**src/include/glb_pkg.sv**
```systemverilog
// Package for the gain-chain configuration bank: register indices, field positions,
// reset values and the packed structs that carry status in and decoded timing out.
// Assumes an APB byte address of four times the register index.
package glb_pkg;

  // Register indices; the byte address is four times the index
  localparam logic [7:0] IDX_DIAG     = 8'h19;  // diag_signal_config
  localparam logic [7:0] IDX_VOLUME   = 8'h1A;  // digital_volume
  localparam logic [7:0] IDX_LIM_A    = 8'h1B;  // limiter_config_a
  localparam logic [7:0] IDX_LIM_B    = 8'h1C;  // limiter_config_b
  localparam logic [7:0] IDX_BROWN_A  = 8'h1D;  // brownout_config_a
  localparam logic [7:0] IDX_BROWN_B  = 8'h1E;  // brownout_config_b
  localparam logic [7:0] IDX_STATUS   = 8'h30;  // Block status, read only

  // Reset values
  localparam logic [7:0] RST_DIAG     = 8'h0D;
  localparam logic [7:0] RST_VOLUME   = 8'h00;
  localparam logic [7:0] RST_LIM_A    = 8'h62;
  localparam logic [7:0] RST_LIM_B    = 8'h32;
  localparam logic [7:0] RST_BROWN_A  = 8'h40;
  localparam logic [7:0] RST_BROWN_B  = 8'h32;

  // Field positions
  localparam int BIT_ALIGN_NG     = 7;  // diag: align_noise_gate_enable
  localparam int BIT_TCLK_SEL     = 6;  // diag: test_signal_clock_select
  localparam int BIT_COMBINE      = 5;  // diag: attenuation_combine_mode
  localparam int BIT_HEADROOM_EN  = 5;  // lim_a: limiter_headroom_enable
  localparam int BIT_LIMITER_ENABLE       = 0;  // lim_a: limiter_enable
  localparam int BIT_LIM_PAUSE    = 7;  // lim_b: limiter_pause_in_brownout
  localparam int BIT_BROWN_SHDN   = 1;  // brown_a: brownout_shutdown_select
  localparam int BIT_BROWN_EN     = 0;  // brown_a: brownout_enable
  localparam int BIT_HOLD_REL     = 7;  // brown_b: brownout_hold_release

  // Fixed reserved patterns and writable masks
  localparam logic [7:0] LIM_A_RSVD   = 8'h40;  // Bits 7:6 read as 01
  localparam logic [7:0] LIM_A_MASK   = 8'h3F;
  localparam logic [7:0] BROWN_A_MASK = 8'hFB;  // Bit 2 reserved, reads 0
  localparam logic [7:0] BROWN_B_MASK = 8'h7F;  // Bit 7 self-clearing

  // Code limits
  localparam logic [4:0] SIG_PROG_DC    = 5'h0E;  // DC from alternate page
  localparam logic [4:0] SIG_LAST_VALID = 5'h0E;
  localparam logic [7:0] VOL_LAST       = 8'hC8;  // Above this: mute
  localparam logic [3:0] ATK_LAST       = 4'hD;
  localparam logic [3:0] RLS_LAST       = 4'hC;
  localparam logic [4:0] HDR_LAST       = 5'h10;
  localparam logic [6:0] CAP_LAST       = 7'h2E;  // Above this: no cap
  localparam logic [17:0] ATK_BASE_US   = 18'h00014;  // 20 us/dB
  localparam logic [13:0] RLS_BASE_MS   = 14'h0004;   // 4 ms/dB
  localparam logic [9:0] HDR_STEP       = 10'h019;    // 2.5 % in tenths
  localparam logic [9:0] HDR_OFFSET     = 10'h0C8;    // 20 % in tenths

  // Attenuation and brownout status from the gain chain
  typedef struct packed {
    logic       brownout_active;  // Brownout prevention acting
    logic       lowest_level;     // Lowest brownout level reached
    logic       hold_start;       // Infinite hold begins (pulse)
    logic [6:0] brownout_db;      // Brownout attenuation, 1 dB steps
    logic [6:0] limiter_db;       // Limiter attenuation, 1 dB steps
  } glb_chain_s;

  // Decoded limiter timing; reserved codes decode to zero
  typedef struct packed {
    logic [17:0] attack_us;     // us per dB
    logic [13:0] release_ms;    // ms per dB
    logic [9:0]  hold_ms;       // Hold time in ms
    logic [9:0]  headroom;      // Signed, tenths of a percent
  } glb_timing_s;

endpackage : glb_pkg

```
**src/design/glb_config.sv**
```systemverilog
// Gain-chain configuration bank with APB slave and the small decode and
// combining logic that the register bits steer. Assumes an APB master that
// holds each request until pready, and chain status synchronous to pclk.
//
// Function
// - Bit six picks test clock source
// - Combine bit: sum or larger attenuation
// - Five-bit selector picks test signal
// - Code 0Eh takes DC from alternate page
// - Volume half dB per code, mute above C8h
// - Headroom tracking enable, reset enabled
// - Attack rate doubles from twenty us/dB
// - Limiter enable bit, reset disabled
// - Pause limiter during brownout when set
// - Release rate doubles from four ms/dB
// - Hold time table, code zero reserved
// - Headroom percent, 2.5 percent steps
// - Lowest level: attenuate or mute, shutdown
// - Brownout prevention enable, reset disabled
// - Writing one releases infinite hold, self-clears
// - Combined attenuation cap, high codes disable
// - Infinite hold lasts until release command or brownout disable
`timescale 1ns/1ps
`default_nettype none

module glb_config #(
  parameter int ADDR_W = 12  // APB address width
) (
  input  wire logic                 pclk,
  input  wire logic                 presetn,
  input  wire logic                 psel,
  input  wire logic                 penable,
  input  wire logic                 pwrite,
  input  wire logic [ADDR_W-1:0]    paddr,
  input  wire logic [31:0]          pwdata,
  input  wire logic [3:0]           pstrb,
  output logic      [31:0]          prdata,
  output logic                      pready,
  output logic                      pslverr,
  input  wire glb_pkg::glb_chain_s  chain,
  output logic      [6:0]           total_atten_db,
  output logic      [7:0]           volume_half_db,
  output logic                      volume_mute,
  output logic      [4:0]           test_signal_select,
  output logic                      test_signal_valid,
  output logic                      test_signal_dc_alt,
  output logic                      test_signal_clock_select,
  output logic                      align_noise_gate_enable,
  output logic                      limiter_run,
  output logic                      limiter_headroom_enable,
  output glb_pkg::glb_timing_s      limiter_timing,
  output logic                      brownout_enable,
  output logic                      brownout_hold,
  output logic                      brownout_mute,
  output logic                      brownout_shutdown
);

  // Register byte address from an index
  function automatic logic [ADDR_W-1:0] reg_addr(input logic [7:0] idx);
    reg_addr = ADDR_W'({idx, 2'b00});
  endfunction : reg_addr

  // Attack rate decode, zero for reserved codes
  function automatic logic [17:0] attack_decode(input logic [3:0] code);
    attack_decode = (code <= glb_pkg::ATK_LAST) ? (glb_pkg::ATK_BASE_US << code) : 18'h00000;
  endfunction : attack_decode

  // Release rate decode, zero for reserved codes
  function automatic logic [13:0] release_decode(input logic [3:0] code);
    release_decode = (code != 4'h0 && code <= glb_pkg::RLS_LAST)
                   ? (glb_pkg::RLS_BASE_MS << (code - 4'h1)) : 14'h0000;
  endfunction : release_decode

  // Hold time table in ms
  function automatic logic [9:0] hold_decode(input logic [2:0] code);
    unique case (code)
      3'h0: hold_decode = 10'h000;  // Reserved
      3'h1: hold_decode = 10'h00A;
      3'h2: hold_decode = 10'h019;
      3'h3: hold_decode = 10'h032;
      3'h4: hold_decode = 10'h064;
      3'h5: hold_decode = 10'h0FA;
      3'h6: hold_decode = 10'h1F4;
      3'h7: hold_decode = 10'h3E8;
    endcase
  endfunction : hold_decode

  // Headroom in signed tenths of a percent, zero when reserved
  function automatic logic [9:0] headroom_decode(input logic [4:0] code);
    headroom_decode = (code <= glb_pkg::HDR_LAST)
                    ? 10'(10'(code) * glb_pkg::HDR_STEP - glb_pkg::HDR_OFFSET) : 10'h000;
  endfunction : headroom_decode

  // Stored registers
  logic [7:0] diag_signal_config;  // Test signal and combine control
  logic [7:0] digital_volume;      // Volume code
  logic [5:0] limiter_config_a;    // Writable bits only
  logic [7:0] limiter_config_b;    // Pause, release, hold
  logic [7:0] brownout_config_a;   // Headroom, shutdown select, enable
  logic [6:0] brownout_config_b;   // Combined cap; release bit not stored

  // Bus phase decode
  wire        setup_phase  = psel & ~penable;
  wire        access_done  = psel & penable & pready;
  wire        do_write     = access_done & pwrite & pstrb[0] & ~pslverr;
  wire [7:0]  wbyte        = pwdata[7:0];

  // Address hits
  wire hit_diag    = (paddr == reg_addr(glb_pkg::IDX_DIAG));
  wire hit_volume  = (paddr == reg_addr(glb_pkg::IDX_VOLUME));
  wire hit_lim_a   = (paddr == reg_addr(glb_pkg::IDX_LIM_A));
  wire hit_lim_b   = (paddr == reg_addr(glb_pkg::IDX_LIM_B));
  wire hit_brown_a = (paddr == reg_addr(glb_pkg::IDX_BROWN_A));
  wire hit_brown_b = (paddr == reg_addr(glb_pkg::IDX_BROWN_B));
  wire hit_status  = (paddr == reg_addr(glb_pkg::IDX_STATUS));
  wire hit_any     = hit_diag | hit_volume | hit_lim_a | hit_lim_b
                   | hit_brown_a | hit_brown_b | hit_status;

  // Write release pulse for the infinite hold
  wire hold_release_wr = do_write & hit_brown_b & wbyte[glb_pkg::BIT_HOLD_REL];

  // Status byte: hold, pause, mute, shutdown, cap active
  wire       limiter_paused;
  wire       cap_active;
  wire [7:0] status_byte = {3'h0, cap_active, brownout_shutdown, brownout_mute,
                            limiter_paused, brownout_hold};

  // Read data mux; reserved bits come back at their fixed values
  wire [7:0] read_byte =
      hit_diag    ? diag_signal_config :
      hit_volume  ? digital_volume :
      hit_lim_a   ? (glb_pkg::LIM_A_RSVD | {2'h0, limiter_config_a}) :
      hit_lim_b   ? limiter_config_b :
      hit_brown_a ? (brownout_config_a & glb_pkg::BROWN_A_MASK) :
      hit_brown_b ? {1'b0, brownout_config_b} :
      hit_status  ? status_byte : 8'h00;

  // APB answer: one wait-free access cycle after setup, data registered in setup
  always_ff @(posedge pclk or negedge presetn)
  begin
    if (!presetn)
    begin
      pready  <= 1'b0;
      pslverr <= 1'b0;
      prdata  <= 32'h00000000;
    end
    else
    begin
      pready  <= setup_phase;
      pslverr <= setup_phase & ~hit_any;
      prdata  <= setup_phase ? {24'h000000, read_byte} : prdata;
    end
  end

  // Register writes; status and reserved bits ignore writes
  always_ff @(posedge pclk or negedge presetn)
  begin
    if (!presetn)
    begin
      diag_signal_config <= glb_pkg::RST_DIAG;
      digital_volume     <= glb_pkg::RST_VOLUME;
      limiter_config_a   <= glb_pkg::RST_LIM_A[5:0];
      limiter_config_b   <= glb_pkg::RST_LIM_B;
      brownout_config_a  <= glb_pkg::RST_BROWN_A;
      brownout_config_b  <= glb_pkg::RST_BROWN_B[6:0];
    end
    else if (do_write)
    begin
      // One register per access
      if (hit_diag)    diag_signal_config <= wbyte;
      if (hit_volume)  digital_volume     <= wbyte;
      if (hit_lim_a)   limiter_config_a   <= wbyte[5:0];
      if (hit_lim_b)   limiter_config_b   <= wbyte;
      if (hit_brown_a) brownout_config_a  <= wbyte & glb_pkg::BROWN_A_MASK;
      if (hit_brown_b) brownout_config_b  <= wbyte[6:0];
    end
  end

  // Field views
  wire       combine_max  = diag_signal_config[glb_pkg::BIT_COMBINE];
  wire [4:0] sig_code     = diag_signal_config[4:0];
  wire       limiter_enable       = limiter_config_a[glb_pkg::BIT_LIMITER_ENABLE];
  wire       pause_sel    = limiter_config_b[glb_pkg::BIT_LIM_PAUSE];
  wire       brown_en     = brownout_config_a[glb_pkg::BIT_BROWN_EN];
  wire       shdn_sel     = brownout_config_a[glb_pkg::BIT_BROWN_SHDN];
  wire [6:0] cap_code     = brownout_config_b;

  // Attenuation combining: sum or larger, then cap
  wire [7:0] atten_sum  = {1'b0, chain.limiter_db} + {1'b0, chain.brownout_db};
  wire [7:0] atten_max  = (chain.limiter_db > chain.brownout_db)
                        ? {1'b0, chain.limiter_db} : {1'b0, chain.brownout_db};
  wire [7:0] atten_raw  = combine_max ? atten_max : atten_sum;
  wire       cap_enable = (cap_code <= glb_pkg::CAP_LAST);
  assign     cap_active = cap_enable & (atten_raw > {1'b0, cap_code});
  wire [7:0] atten_sat  = atten_raw[7] ? 8'h7F : atten_raw;
  wire [6:0] next_total = cap_active ? cap_code : atten_sat[6:0];

  // Limiter pause while brownout acts
  assign limiter_paused = limiter_enable & pause_sel & brown_en & chain.brownout_active;

  // Lowest level handling when shutdown is selected
  wire shutdown_trigger = brown_en & shdn_sel & chain.lowest_level;

  // Decoded outputs, all registered
  always_ff @(posedge pclk or negedge presetn)
  begin
    if (!presetn)
    begin
      total_atten_db           <= 7'h00;
      volume_half_db           <= 8'h00;
      volume_mute              <= 1'b0;
      test_signal_select       <= 5'h00;
      test_signal_valid        <= 1'b0;
      test_signal_dc_alt       <= 1'b0;
      test_signal_clock_select <= 1'b0;
      align_noise_gate_enable  <= 1'b0;
      limiter_run              <= 1'b0;
      limiter_headroom_enable  <= 1'b0;
      limiter_timing           <= '0;
      brownout_enable          <= 1'b0;
    end
    else
    begin
      total_atten_db           <= next_total;
      volume_mute              <= (digital_volume > glb_pkg::VOL_LAST);
      volume_half_db           <= (digital_volume > glb_pkg::VOL_LAST) ? glb_pkg::VOL_LAST
                                                                       : digital_volume;
      test_signal_select       <= sig_code;
      test_signal_valid        <= (sig_code <= glb_pkg::SIG_LAST_VALID);
      test_signal_dc_alt       <= (sig_code == glb_pkg::SIG_PROG_DC);
      test_signal_clock_select <= diag_signal_config[glb_pkg::BIT_TCLK_SEL];
      align_noise_gate_enable  <= diag_signal_config[glb_pkg::BIT_ALIGN_NG];
      limiter_run              <= limiter_enable & ~limiter_paused;
      limiter_headroom_enable  <= limiter_config_a[glb_pkg::BIT_HEADROOM_EN];
      limiter_timing.attack_us  <= attack_decode(limiter_config_a[4:1]);
      limiter_timing.release_ms <= release_decode(limiter_config_b[6:3]);
      limiter_timing.hold_ms    <= hold_decode(limiter_config_b[2:0]);
      limiter_timing.headroom   <= headroom_decode(brownout_config_a[7:3]);
      brownout_enable          <= brown_en;
    end
  end

  // Infinite hold: set by the chain, released by software; set wins
  always_ff @(posedge pclk or negedge presetn)
  begin
    if (!presetn)
      brownout_hold <= 1'b0;
    else if (brown_en & chain.hold_start)
      brownout_hold <= 1'b1;
    else if (hold_release_wr | ~brown_en)
      brownout_hold <= 1'b0;
  end

  // Mute first, then shutdown one cycle later; cleared when brownout is disabled
  always_ff @(posedge pclk or negedge presetn)
  begin
    if (!presetn)
    begin
      brownout_mute     <= 1'b0;
      brownout_shutdown <= 1'b0;
    end
    else if (!brown_en)
    begin
      brownout_mute     <= 1'b0;
      brownout_shutdown <= 1'b0;
    end
    else
    begin
      brownout_mute     <= brownout_mute | shutdown_trigger;
      brownout_shutdown <= brownout_shutdown | brownout_mute;
    end
  end
endmodule : glb_config

`default_nettype wire

```
**config.mk**
```make
export PLATFORM = sky130hd
export DESIGN_NAME = glb_config
export DESIGN_NICKNAME = d
export VERILOG_FILES = /design/src/include/glb_pkg.sv /design/src/design/glb_config.sv
export SDC_FILE = /design/constraint.sdc
export NUM_CORES = 1
export LEC_CHECK = 0
export BUFFER_PORTS_ARGS = -buffer_cell sky130_fd_sc_hd__buf_2
export CAP_MARGIN = 20
export CORE_MARGIN = 1
export CORE_UTILIZATION = 35
export DETAILED_ROUTE_END_ITERATION = 16
export PLACE_DENSITY_LB_ADDON = 0.1
export SYNTH_ARGS = -nofsm -noshare
export SYNTH_HDL_FRONTEND = slang
export SYNTH_SLANG_ARGS = --single-unit
```
**constraint.sdc**
```tcl
create_clock -name pclk -period 5.8 [get_ports pclk]
set_input_delay 1.45 -clock pclk [delete_from_list [all_inputs] [get_ports pclk]]
set_output_delay 1.45 -clock pclk [all_outputs]
set_load 0.02 [all_outputs]
```
== Word level (Yosys, flattened, before mapping) ==
Memories as Yosys holds them, arrays and structs flattened. A register that Yosys moved wholly into a read port is not among the register bits.
Index checks and enable logic that the tools add are counted.

* Add/subtract/negate cells: 3
* $mul: 1
* Div/mod/pow operators: 0
* Order comparisons: 8
* Equal/unequal tests: 8
* Shifts and indexed selects: 2
* Mux-type cells: 19
* Bitwise gates (word level): 31
* Reductions and logical operators: 10

{| class="wikitable"
|+ Operator list
! kind !! count
|-
| $eq 12x7->1 const B || 6
|-
| $mux 8 || 7
|-
| $mux 7 || 4
|-
| $mux 18 || 1
|-
| $shl 5x4->18 const A || 1
|-
| $and 1x1->1 || 17
|-
| $mux 14 || 1
|-
| $shl 3x4->14 const A || 1
|-
| $eq 12x8->1 const B || 1
|-
| $reduce_and 2->1 || 6
|-
| $mul 5x5->10 const B || 1
|-
| $mux 10 || 1
|-
| $sub 10x8->10 const B || 1
|-
| $or 1x1->1 || 9
|-
| $add 7x7->8 || 1
|-
| $gt 8x7->1 || 1
|-
| $gt 8x8->1 const B || 1
|-
| $le 4x4->1 const B || 2
|-
| $gt 7x7->1 || 1
|-
| $le 7x6->1 const B || 1
|-
| $eq 5x4->1 const B || 1
|-
| $le 5x4->1 const B || 1
|-
| $le 5x5->1 const B || 1
|-
| $mux 5 || 1
|-
| 7 further kinds || 14
|}

* Register bits: 127
* Bits in latches: 0
* Bits in writable memories: 0
* Bits in read-only memories: 80
* Input port bits: 70
* Output and inout port bits: 117
* Logic and storage cells: 109
* Memories kept: 1

{| class="wikitable"
|+ Memories
! memory !! depth !! bits a word !! rd ports !! clocked after Yosys merged registers in !! wr ports !! line !! source
|-
| (no name shown) || 8 || 10 || 1 || 1 || 0 || glb_config.sv:76 || <nowiki>unique case (code)</nowiki>
|}

== Longest topological paths before layout ==
Gate-level depths: netlist of the first run.

* Depth after elaboration: 12
* Mapped depth: 15
* Mapped depth without buffers: 15

== Worst setup path before layout of the first run ==
Ideal clock, no wire load.

* Path type: input-to-reg
* Start point: input port chain[11] (netlist bit)
* End point: register prdata[4]
* Setup time: 0.082 ns
* Arrival: 4.270 ns
* Required time: 5.718 ns
* Path slack: 1.448 ns
* Stages on the path: 14
* Path buffers: 0
* Cell sequence: inv_1 > ha_1 > a211oi_1 > nor2_1 > o31ai_4 > mux2i_1 > a21oi_1 > ha_1 > and4_1 > a41o_1 > a31oi_1 > o21ai_2 > o31a_1 > o22ai_1

* Cells in the longest elaborated chain, start to end: 12
* Elaborated cells between the ends (all ways): 13
* Those cells by class: 1 x add/sub; 2 x order compare; 9 x mux; 1 x bitwise

{| class="wikitable"
|+ RTL lines
! item !! line !! source
|-
| start, declared || glb_config.sv:40 || <nowiki>input wire glb_pkg::glb_chain_s chain,</nowiki>
|-
| $gt 7x7->1 || glb_config.sv:190 || <nowiki>wire [7:0] atten_max = (chain.limiter_db > chain.brownout_db)</nowiki>
|-
| $mux 7 || glb_config.sv:191 || <nowiki>? {1'b0, chain.limiter_db} : {1'b0, chain.brownout_db};</nowiki>
|-
| $mux 8 (*) || glb_config.sv:192 || <nowiki>wire [7:0] atten_raw = combine_max ? atten_max : atten_sum;</nowiki>
|-
| $gt 8x7->1 (*) || glb_config.sv:194 || <nowiki>assign cap_active = cap_enable & (atten_raw > {1'b0, cap_code});</nowiki>
|-
| $and 1x1->1 (*) || glb_config.sv:194 ||
|-
| $mux 5 (*) || glb_config.sv:136 || <nowiki>hit_status ? status_byte : 8'h00;</nowiki>
|-
| $mux 7 (*) || glb_config.sv:135 || <nowiki>hit_brown_b ? {1'b0, brownout_config_b} :</nowiki>
|-
| $mux 8 (*) || glb_config.sv:134 || <nowiki>hit_brown_a ? (brownout_config_a & glb_pkg::BROWN_A_MASK) :</nowiki>
|-
| $mux 8 (*) || glb_config.sv:133 || <nowiki>hit_lim_b ? limiter_config_b :</nowiki>
|-
| $mux 8 (*) || glb_config.sv:132 || <nowiki>hit_lim_a ? (glb_pkg::LIM_A_RSVD | {2'h0, limiter_config_a}) :</nowiki>
|-
| $mux 8 (*) || glb_config.sv:131 || <nowiki>hit_volume ? digital_volume :</nowiki>
|-
| $mux 8 (*) || glb_config.sv:130 || <nowiki>hit_diag ? diag_signal_config :</nowiki>
|-
| end signal, assigned || glb_config.sv:151 || <nowiki>prdata <= setup_phase ? {24'h000000, read_byte} : prdata;</nowiki>
|-
| end, declared || glb_config.sv:37 || <nowiki>output logic [31:0] prdata,</nowiki>
|}

Mark *: on every way between the ends. The rest lies on a longest branch, timed or not.
A chain may end at the register's enable or synchronous reset.

== Worst setup path after layout of the first run ==
Ends and elaborated chain as after synthesis.

==> results of run 1 <==
## power by group through the flow
stage          clock network, mW  registers (mW)  logic [mW]
2_1_floorplan                  0           0.980       0.124
3_3_place_gp                   0           0.965       0.206
3_5_place_dp                   0           0.964       0.211
4_1_cts                     1.20           0.948       0.212
5_1_grt                     1.24           0.949       0.233
6_report                    1.17           0.948       0.210
## stage by stage
| stage | power, mW | hold WS, ns | util | worst slack, ns | area (um2) |
|---|---|---|---|---|---|
| finish | 2.326 | 0.4095 | 0.4343 | 1.112 | 8178 |
| global route | 2.422 | 0.4222 | 0.4343 | 0.9121 | 8178 |
| CTS | 2.363 | 0.4126 | 0.4343 | 1.172 | 8178 |
| detailed placement | 1.176 | 0.4003 | 0.3997 | 0.7469 | 7527 |
| global placement | 1.171 | 0.4013 | 0.3997 | 0.7976 | 7527 |
| floorplan | 1.104 | 0.3639 | - | 1.448 | 6849 |
## final cells by class
type	count	area (um2)	area share
inverters	41	153.9	0.01882
multi-input cells	420	3035	0.3712
well taps	260	325.3	0.03978
flip-flops and latches	133	3343	0.4088
repair buffers	132	669.4	0.08185
clock buffers	23	478.0	0.05845
clock inverters	9	172.7	0.02111
## kinds of logic after synthesis
logic type               synth area share
other                           0.0005557
adder cells (fa/ha/maj)           0.08752
AO/OA/AOI/OAI                      0.1109
multiplexers                      0.07881
flip-flops                         0.4955
AND/OR/NAND/NOR                    0.1441
buffers and inverters             0.06972
XOR/XNOR                          0.01298
## worst max-delay path by stage
stage / cells past startpoint / slack, ns / end / start
floorplan: 14 / 1.45 / prdata[4] / chain[11]
global placement: 15 / 0.80 / prdata[4] / chain[11]
detailed placement: 15 / 0.75 / prdata[4] / chain[11]
CTS: 15 / 1.17 / prdata[4] / chain[11]
global route: 15 / 0.91 / prdata[4] / chain[9]
finish: 15 / 1.11 / prdata[4] / chain[11]
## placed cells by master, fill, tap and decap left out, drive strengths merged, types with 3 or more instances in the layout
master	netlist	layout
or3	7	7
and3	4	4
nor3b	3	3
nor3	15	15
a21oi	26	26
or2	3	3
nand2b	14	14
o221ai	3	3
a21o	4	4
nand2	37	37
mux2i	10	10
nor4	3	3
nor2b	22	22
dfrtp	121	121
dfstp	12	12
o22ai	4	4
nand4	4	4
o21a	4	4
clkinv	1	4
nand3	10	10
xnor2	5	5
nor2	45	45
ha	44	44
buf	38	132
a31oi	4	4
o21ai	26	26
xor2	5	5
clkbuf	11	23
o22a	5	5
inv	40	40
and2	4	4
bufinv	0	5
a22oi	3	3
a211oi	4	4
mux2	38	38
conb	1	28
## flip-flops by register name, summed over array words and instances, names as in the netlist, 5 cells and up
name	cells
digital_volume	8
brownout_config_b	7
volume_half_db	8
prdata	8
diag_signal_config	8
limiter_config_a	6
total_atten_db	7
limiter_config_b	8
test_signal_select	5
limiter_timing	48
brownout_config_a	7
## layer usage
metal	vias to the layer above	GRT usage	wire length (um)
li1	2346	-	-
met1	2391	0.2335	7535
met2	186	0.2760	7719
met3	33	0.04110	928
met4	0	0.07609	454
met5	-	0	0
## critical path, cell delays in order
cell and delay [ns]:
buf_2 0.11, inv_1 0.05, ha_1 0.35, a211oi_1 0.24, nor2_1 0.12, o31ai_4 0.45
mux2i_1 0.33, a21oi_1 0.16, ha_1 0.34, and4_1 0.22, a41o_1 0.24, a31oi_1 0.27
o21ai_2 0.21, o31a_1 0.37, o22ai_1 0.11
==> results_dict.tcl, run 1 <==
set metrics [dict create \
    status "complete, no violations" \
    dpl.hpwl_um 12530 \
    rrSetupSlack_ns 2.91 \
    n_fill_cell 1890 \
    grt_start_max_net_pins 81 \
    pwr-share-comb 0.090 \
    place_inst 986 \
    synth_area_um2 6748 \
    cts_made_buffers 17 \
    hold-path-endpoint "align_noise_gate_enable" \
    r2r_end "prdata[4]" \
    r2r_start "diag_signal_config[5]" \
    netlist_instances 616 \
    routabilityCongestion 0.8548 \
    arrival_ns 5.02 \
    synth.most_common_cell "dfrtp_1" \
    worst_pin_slew_ns 0.7500 \
    hp-start "diag_signal_config[7]" \
    die_w_um 140.9 \
    async_reset_ff_frac 1.000 \
    cts_buffer_depth 2 \
    power_leakage_nw 4.207 \
    swShare 0.2233 \
    internal_power_mw 1.806 \
    viasPerCell 4.868 \
    synthDistinctLibCells 78 \
    worstHoldPathCells 0 \
    clock_power_share 0.502 \
    rsz0062_at_grt "false" \
    num_rows 50 \
    syn_area_per_cell_um2 10.95 \
    ys_seq_elements 133 \
    wl_per_cell_um 16.34 \
    worstPathRequired_ns 6.13 \
    clock.fmax_mhz 213.3 \
    critPathMaxFanout 8 \
    final_hold_viol_count 0 \
    htree_levels 4 \
    maxSlewViolCount 0 \
    antenna_found_initial 0 \
    path_class "in2reg" \
    final.setup.tns_ns 0 \
    skew_ns 0.007734 \
    drtIter0Drc 337 \
    yosysSeqAreaShare 0.4955 \
    power.switching_uw 519.3 \
    seq_power_share 0.408 \
    cts.clk_slew.worst_paths_ns 0.05 \
    cts-root-buf "clkbuf_16" \
    cts_setup_buffers 0 \
    fin_cells 1018 \
    grt_usage 0.1763 \
    cts.sinks 133 \
    timing.max_cap.violations 0 \
    grt-ovfl-total 0 \
    ios 187 \
    io_buffers 131 \
    hp-class "reg2reg" \
    synthFlopType "dfrtp_1" \
    start_util 0.3583 \
    area_delta_synth_final_pct 21.19 \
    insertedDiodeCount 0 \
    slew_headroom 0.4989 \
    cp-start-kind "input pin" \
    holdBufCountCts 0 \
    grt_pass1_wl_um 26480 \
    min_period_ns 4.688 \
    r2r_cells 10 \
    die_area_um2 19840 \
    vias 4956 \
    drc 0 \
    ant_nets 0 \
    synth_top_area_share 0.4487 \
    drt-pass1-iter-count 5 \
    peakVddDrop_mv 0.1795 \
    yosysTopAreaCell "dfrtp_1" \
    post_cts_resized 0 \
    critPathCaptureType "register" \
    routed_wl_um 16640 \
    netlist_top_cells_count "dfrtp_1 (121), ha_1 (44), nor2_1 (44)" \
    fin_crit_sh 0.8083 \
    clock_latency_ns 0.42 \
    fp.dieH_um 140.9 \
    cts_tree "built" \
    report.final.setup_viol 0 \
    core-area_um2 18830 \
    yosys_warnings 0 \
    drive_gt1_frac 0.3021 \
    synth_edf_count 0 \
    synth_area_leaders "dfrtp_1 (45%), ha_1 (8.2%), mux2_2 (6.2%), dfstp_2 (4.7%), buf_4 (3.6%)" \
    powerDensity_nw_per_um2 284.4 \
    nets 861 \
    grt_pass1_vias 4934 \
]
Power figures use the tool's default switching activity.
==> run 2, diff against run 1 <==
==> constraint.sdc (replaced) <==
create_clock -name pclk -period 4.3 [get_ports pclk]
set_input_delay 1.075 -clock pclk [delete_from_list [all_inputs] [get_ports pclk]]
set_output_delay 1.075 -clock pclk [all_outputs]
set_load 0.02 [all_outputs]
==> run 2 against run 1 <==
  * Worst setup slack got worse by 0.79 ns
  * Global-route usage increased by 0.084 points
  * Cell count increased by 1.4%
  * Sequential share of layout area decreased by 0.51 points
  * First-iteration DRC count decreased by 29%
  * Power increased by 35%
  * Clock skew increased by 0.0087 ns
  * Clock-buffer cell count decreased by 4
  * Highest routed layer unchanged
==> results_dict.tcl, run 2 (synthesis results as in run 1) <==
set metrics [dict create \
    status "complete, no violations" \
    grt_start_max_net_pins 86 \
    cts_made_buffers 17 \
    maxSlewViolCount 0 \
    r2r_end "prdata[4]" \
    cp.depth 15 \
    core-area_um2 18830 \
    drc 0 \
    power.total_mw 3.144 \
    htree_levels 4 \
    r2r_start "diag_signal_config[5]" \
    dpl.hpwl_um 12500 \
    area_delta_synth_final_pct 22.71 \
    min_period_ns 3.979 \
    antenna_found_initial 0 \
    pwr-share-comb 0.094 \
    skew_ns 0.01643 \
    holdBufCountCts 0 \
    start_util 0.3583 \
    final_hold_viol_count 0 \
    ant_nets 0 \
    largest_reg_flops 48 \
    worstPathRequired_ns 4.64 \
    worst_pin_slew_ns 0.7879 \
    grt_pass1_vias 4975 \
    largest_register "limiter_timing" \
    cp_slowest_cell "o31ai_4" \
    use_met3 0.03601 \
    power_leakage_nw 4.266 \
    io_buffers 131 \
    slew_headroom 0.4747 \
    arrival_ns 4.32 \
    mostFrequentLayoutCells "buf_2 (130), dfrtp_1 (121), nor2_1 (44), ha_1 (44), inv_1 (39)" \
    hp-class "reg2reg" \
    rsz0062_at_grt "false" \
    critPathMaxFanout 5 \
    final_core_util 0.4397 \
    seq_power_share 0.407 \
    crit_buf_inv 2 \
    final.setup.tns_ns 0 \
    worstHoldPathCells 0 \
    clock_power_share 0.500 \
    top_usage_layer "met2" \
    report.final.setup_viol 0 \
    timing.max_cap.violations 0 \
    setup_slack_ns 0.3211 \
    fin_crit_sh 0.9253 \
    routed_wl_um 16520 \
    cp_common_cell "ha_1" \
    path_class "in2reg" \
    viasPerCell 4.797 \
    num_rows 50 \
    insertedDiodeCount 0 \
    swShare 0.2313 \
    critPathMaxStageDelay_ns 0.37 \
    r2r_cells 10 \
    cp-start-kind "input pin" \
    final_common_cell "buf_2" \
    critPathCaptureType "register" \
    dpl_worst_slack_ns -0.1015 \
    internal_power_mw 2.417 \
    grt-ovfl-total 0 \
    grt_usage 0.1771 \
    peakVddDrop_mv 0.2405 \
    clock.fmax_mhz 251.3 \
    drt-pass1-iter-count 4 \
    rrSetupSlack_ns 1.57 \
    vias 4950 \
    met1_usage 0.2313 \
    cts-root-buf "clkbuf_16" \
    cts.sinks 133 \
    powerDensity_nw_per_um2 379.7 \
    critical_path.top_delay_family "compound AO/OA/AOI/OAI gates" \
    hold-path-endpoint "test_signal_clock_select" \
    drtIter0Drc 238 \
    fp.dieH_um 140.9 \
    routabilityCongestion 0.8264 \
    nets 875 \
    use_met2 0.2891 \
    grt_pass1_wl_um 26650 \
    power.switching_uw 727.0 \
    critical_path.cell_chain "buf_2, inv_1, ha_1, a211oi_1, nor2_1, o31ai_4, mux2i_1, a21oi_1, ha_1, and4_1, a41o_1, a31oi_1, o21ai_2, o31a_1, o22ai_1" \
    clock_latency_ns 0.42 \
    drive_gt1_frac 0.3174 \
    cts.clk_slew.worst_paths_ns 0.06 \
    die_area_um2 19840 \
    ios 187 \
    hp-start "diag_signal_config[6]" \
    post_cts_resized 0 \
    die_w_um 140.9 \
    cts_tree "built" \
    wl_per_cell_um 16.00 \
    cts_setup_buffers 0 \
    cts_buffer_depth 2 \
]
[run 2: worst max-delay path by stage]
| stage | start | end | slack (ns) |
|---|---|---|---|
| global route | chain[9] | prdata[4] | 0.08 |
| CTS | chain[11] | prdata[4] | 0.33 |
| global placement | chain[4] | prdata[4] | -0.05 |
| floorplan | chain[11] | prdata[4] | 0.32 |
| finish | chain[11] | prdata[4] | 0.32 |
| detailed placement | chain[4] | prdata[4] | -0.10 |
[run 2: power groups by stage]
stage          Sequential [mW]  Clock [mW]  Combinational [mW]
2_1_floorplan             1.32           0               0.167
3_3_place_gp              1.30           0               0.292
3_5_place_dp              1.30           0               0.296
4_1_cts                   1.28        1.61               0.298
5_1_grt                   1.28        1.67               0.326
6_report                  1.28        1.57               0.294
[run 2: area by class of cell]
type	instances	area [um2]
clock inverter	13	205.2
inverter	41	153.9
sequential	133	3343
clock buffer	19	442.9
multi-input combinational	420	3035
tap	260	325.3
timing repair buffer	146	774.5
fill	1827	10550
[run 2: routing by layer]
layer  part of all wire  vias up
met1               0.46     2386
li1                   -     2383
met2               0.47      169
met5                  0        -
met3              0.058       12
met4              0.011        0
[run 2: through the flow]
step                      hold slack (ns)  cells  cell area [um2]
final                              0.4114   1032             8280
after global routing               0.4259   1032             8280
after CTS                          0.4155   1032             8280
after detailed placement           0.4028   1000             7632
after global placement             0.4001   1000             7632
after floorplan                    0.3639    643             6849
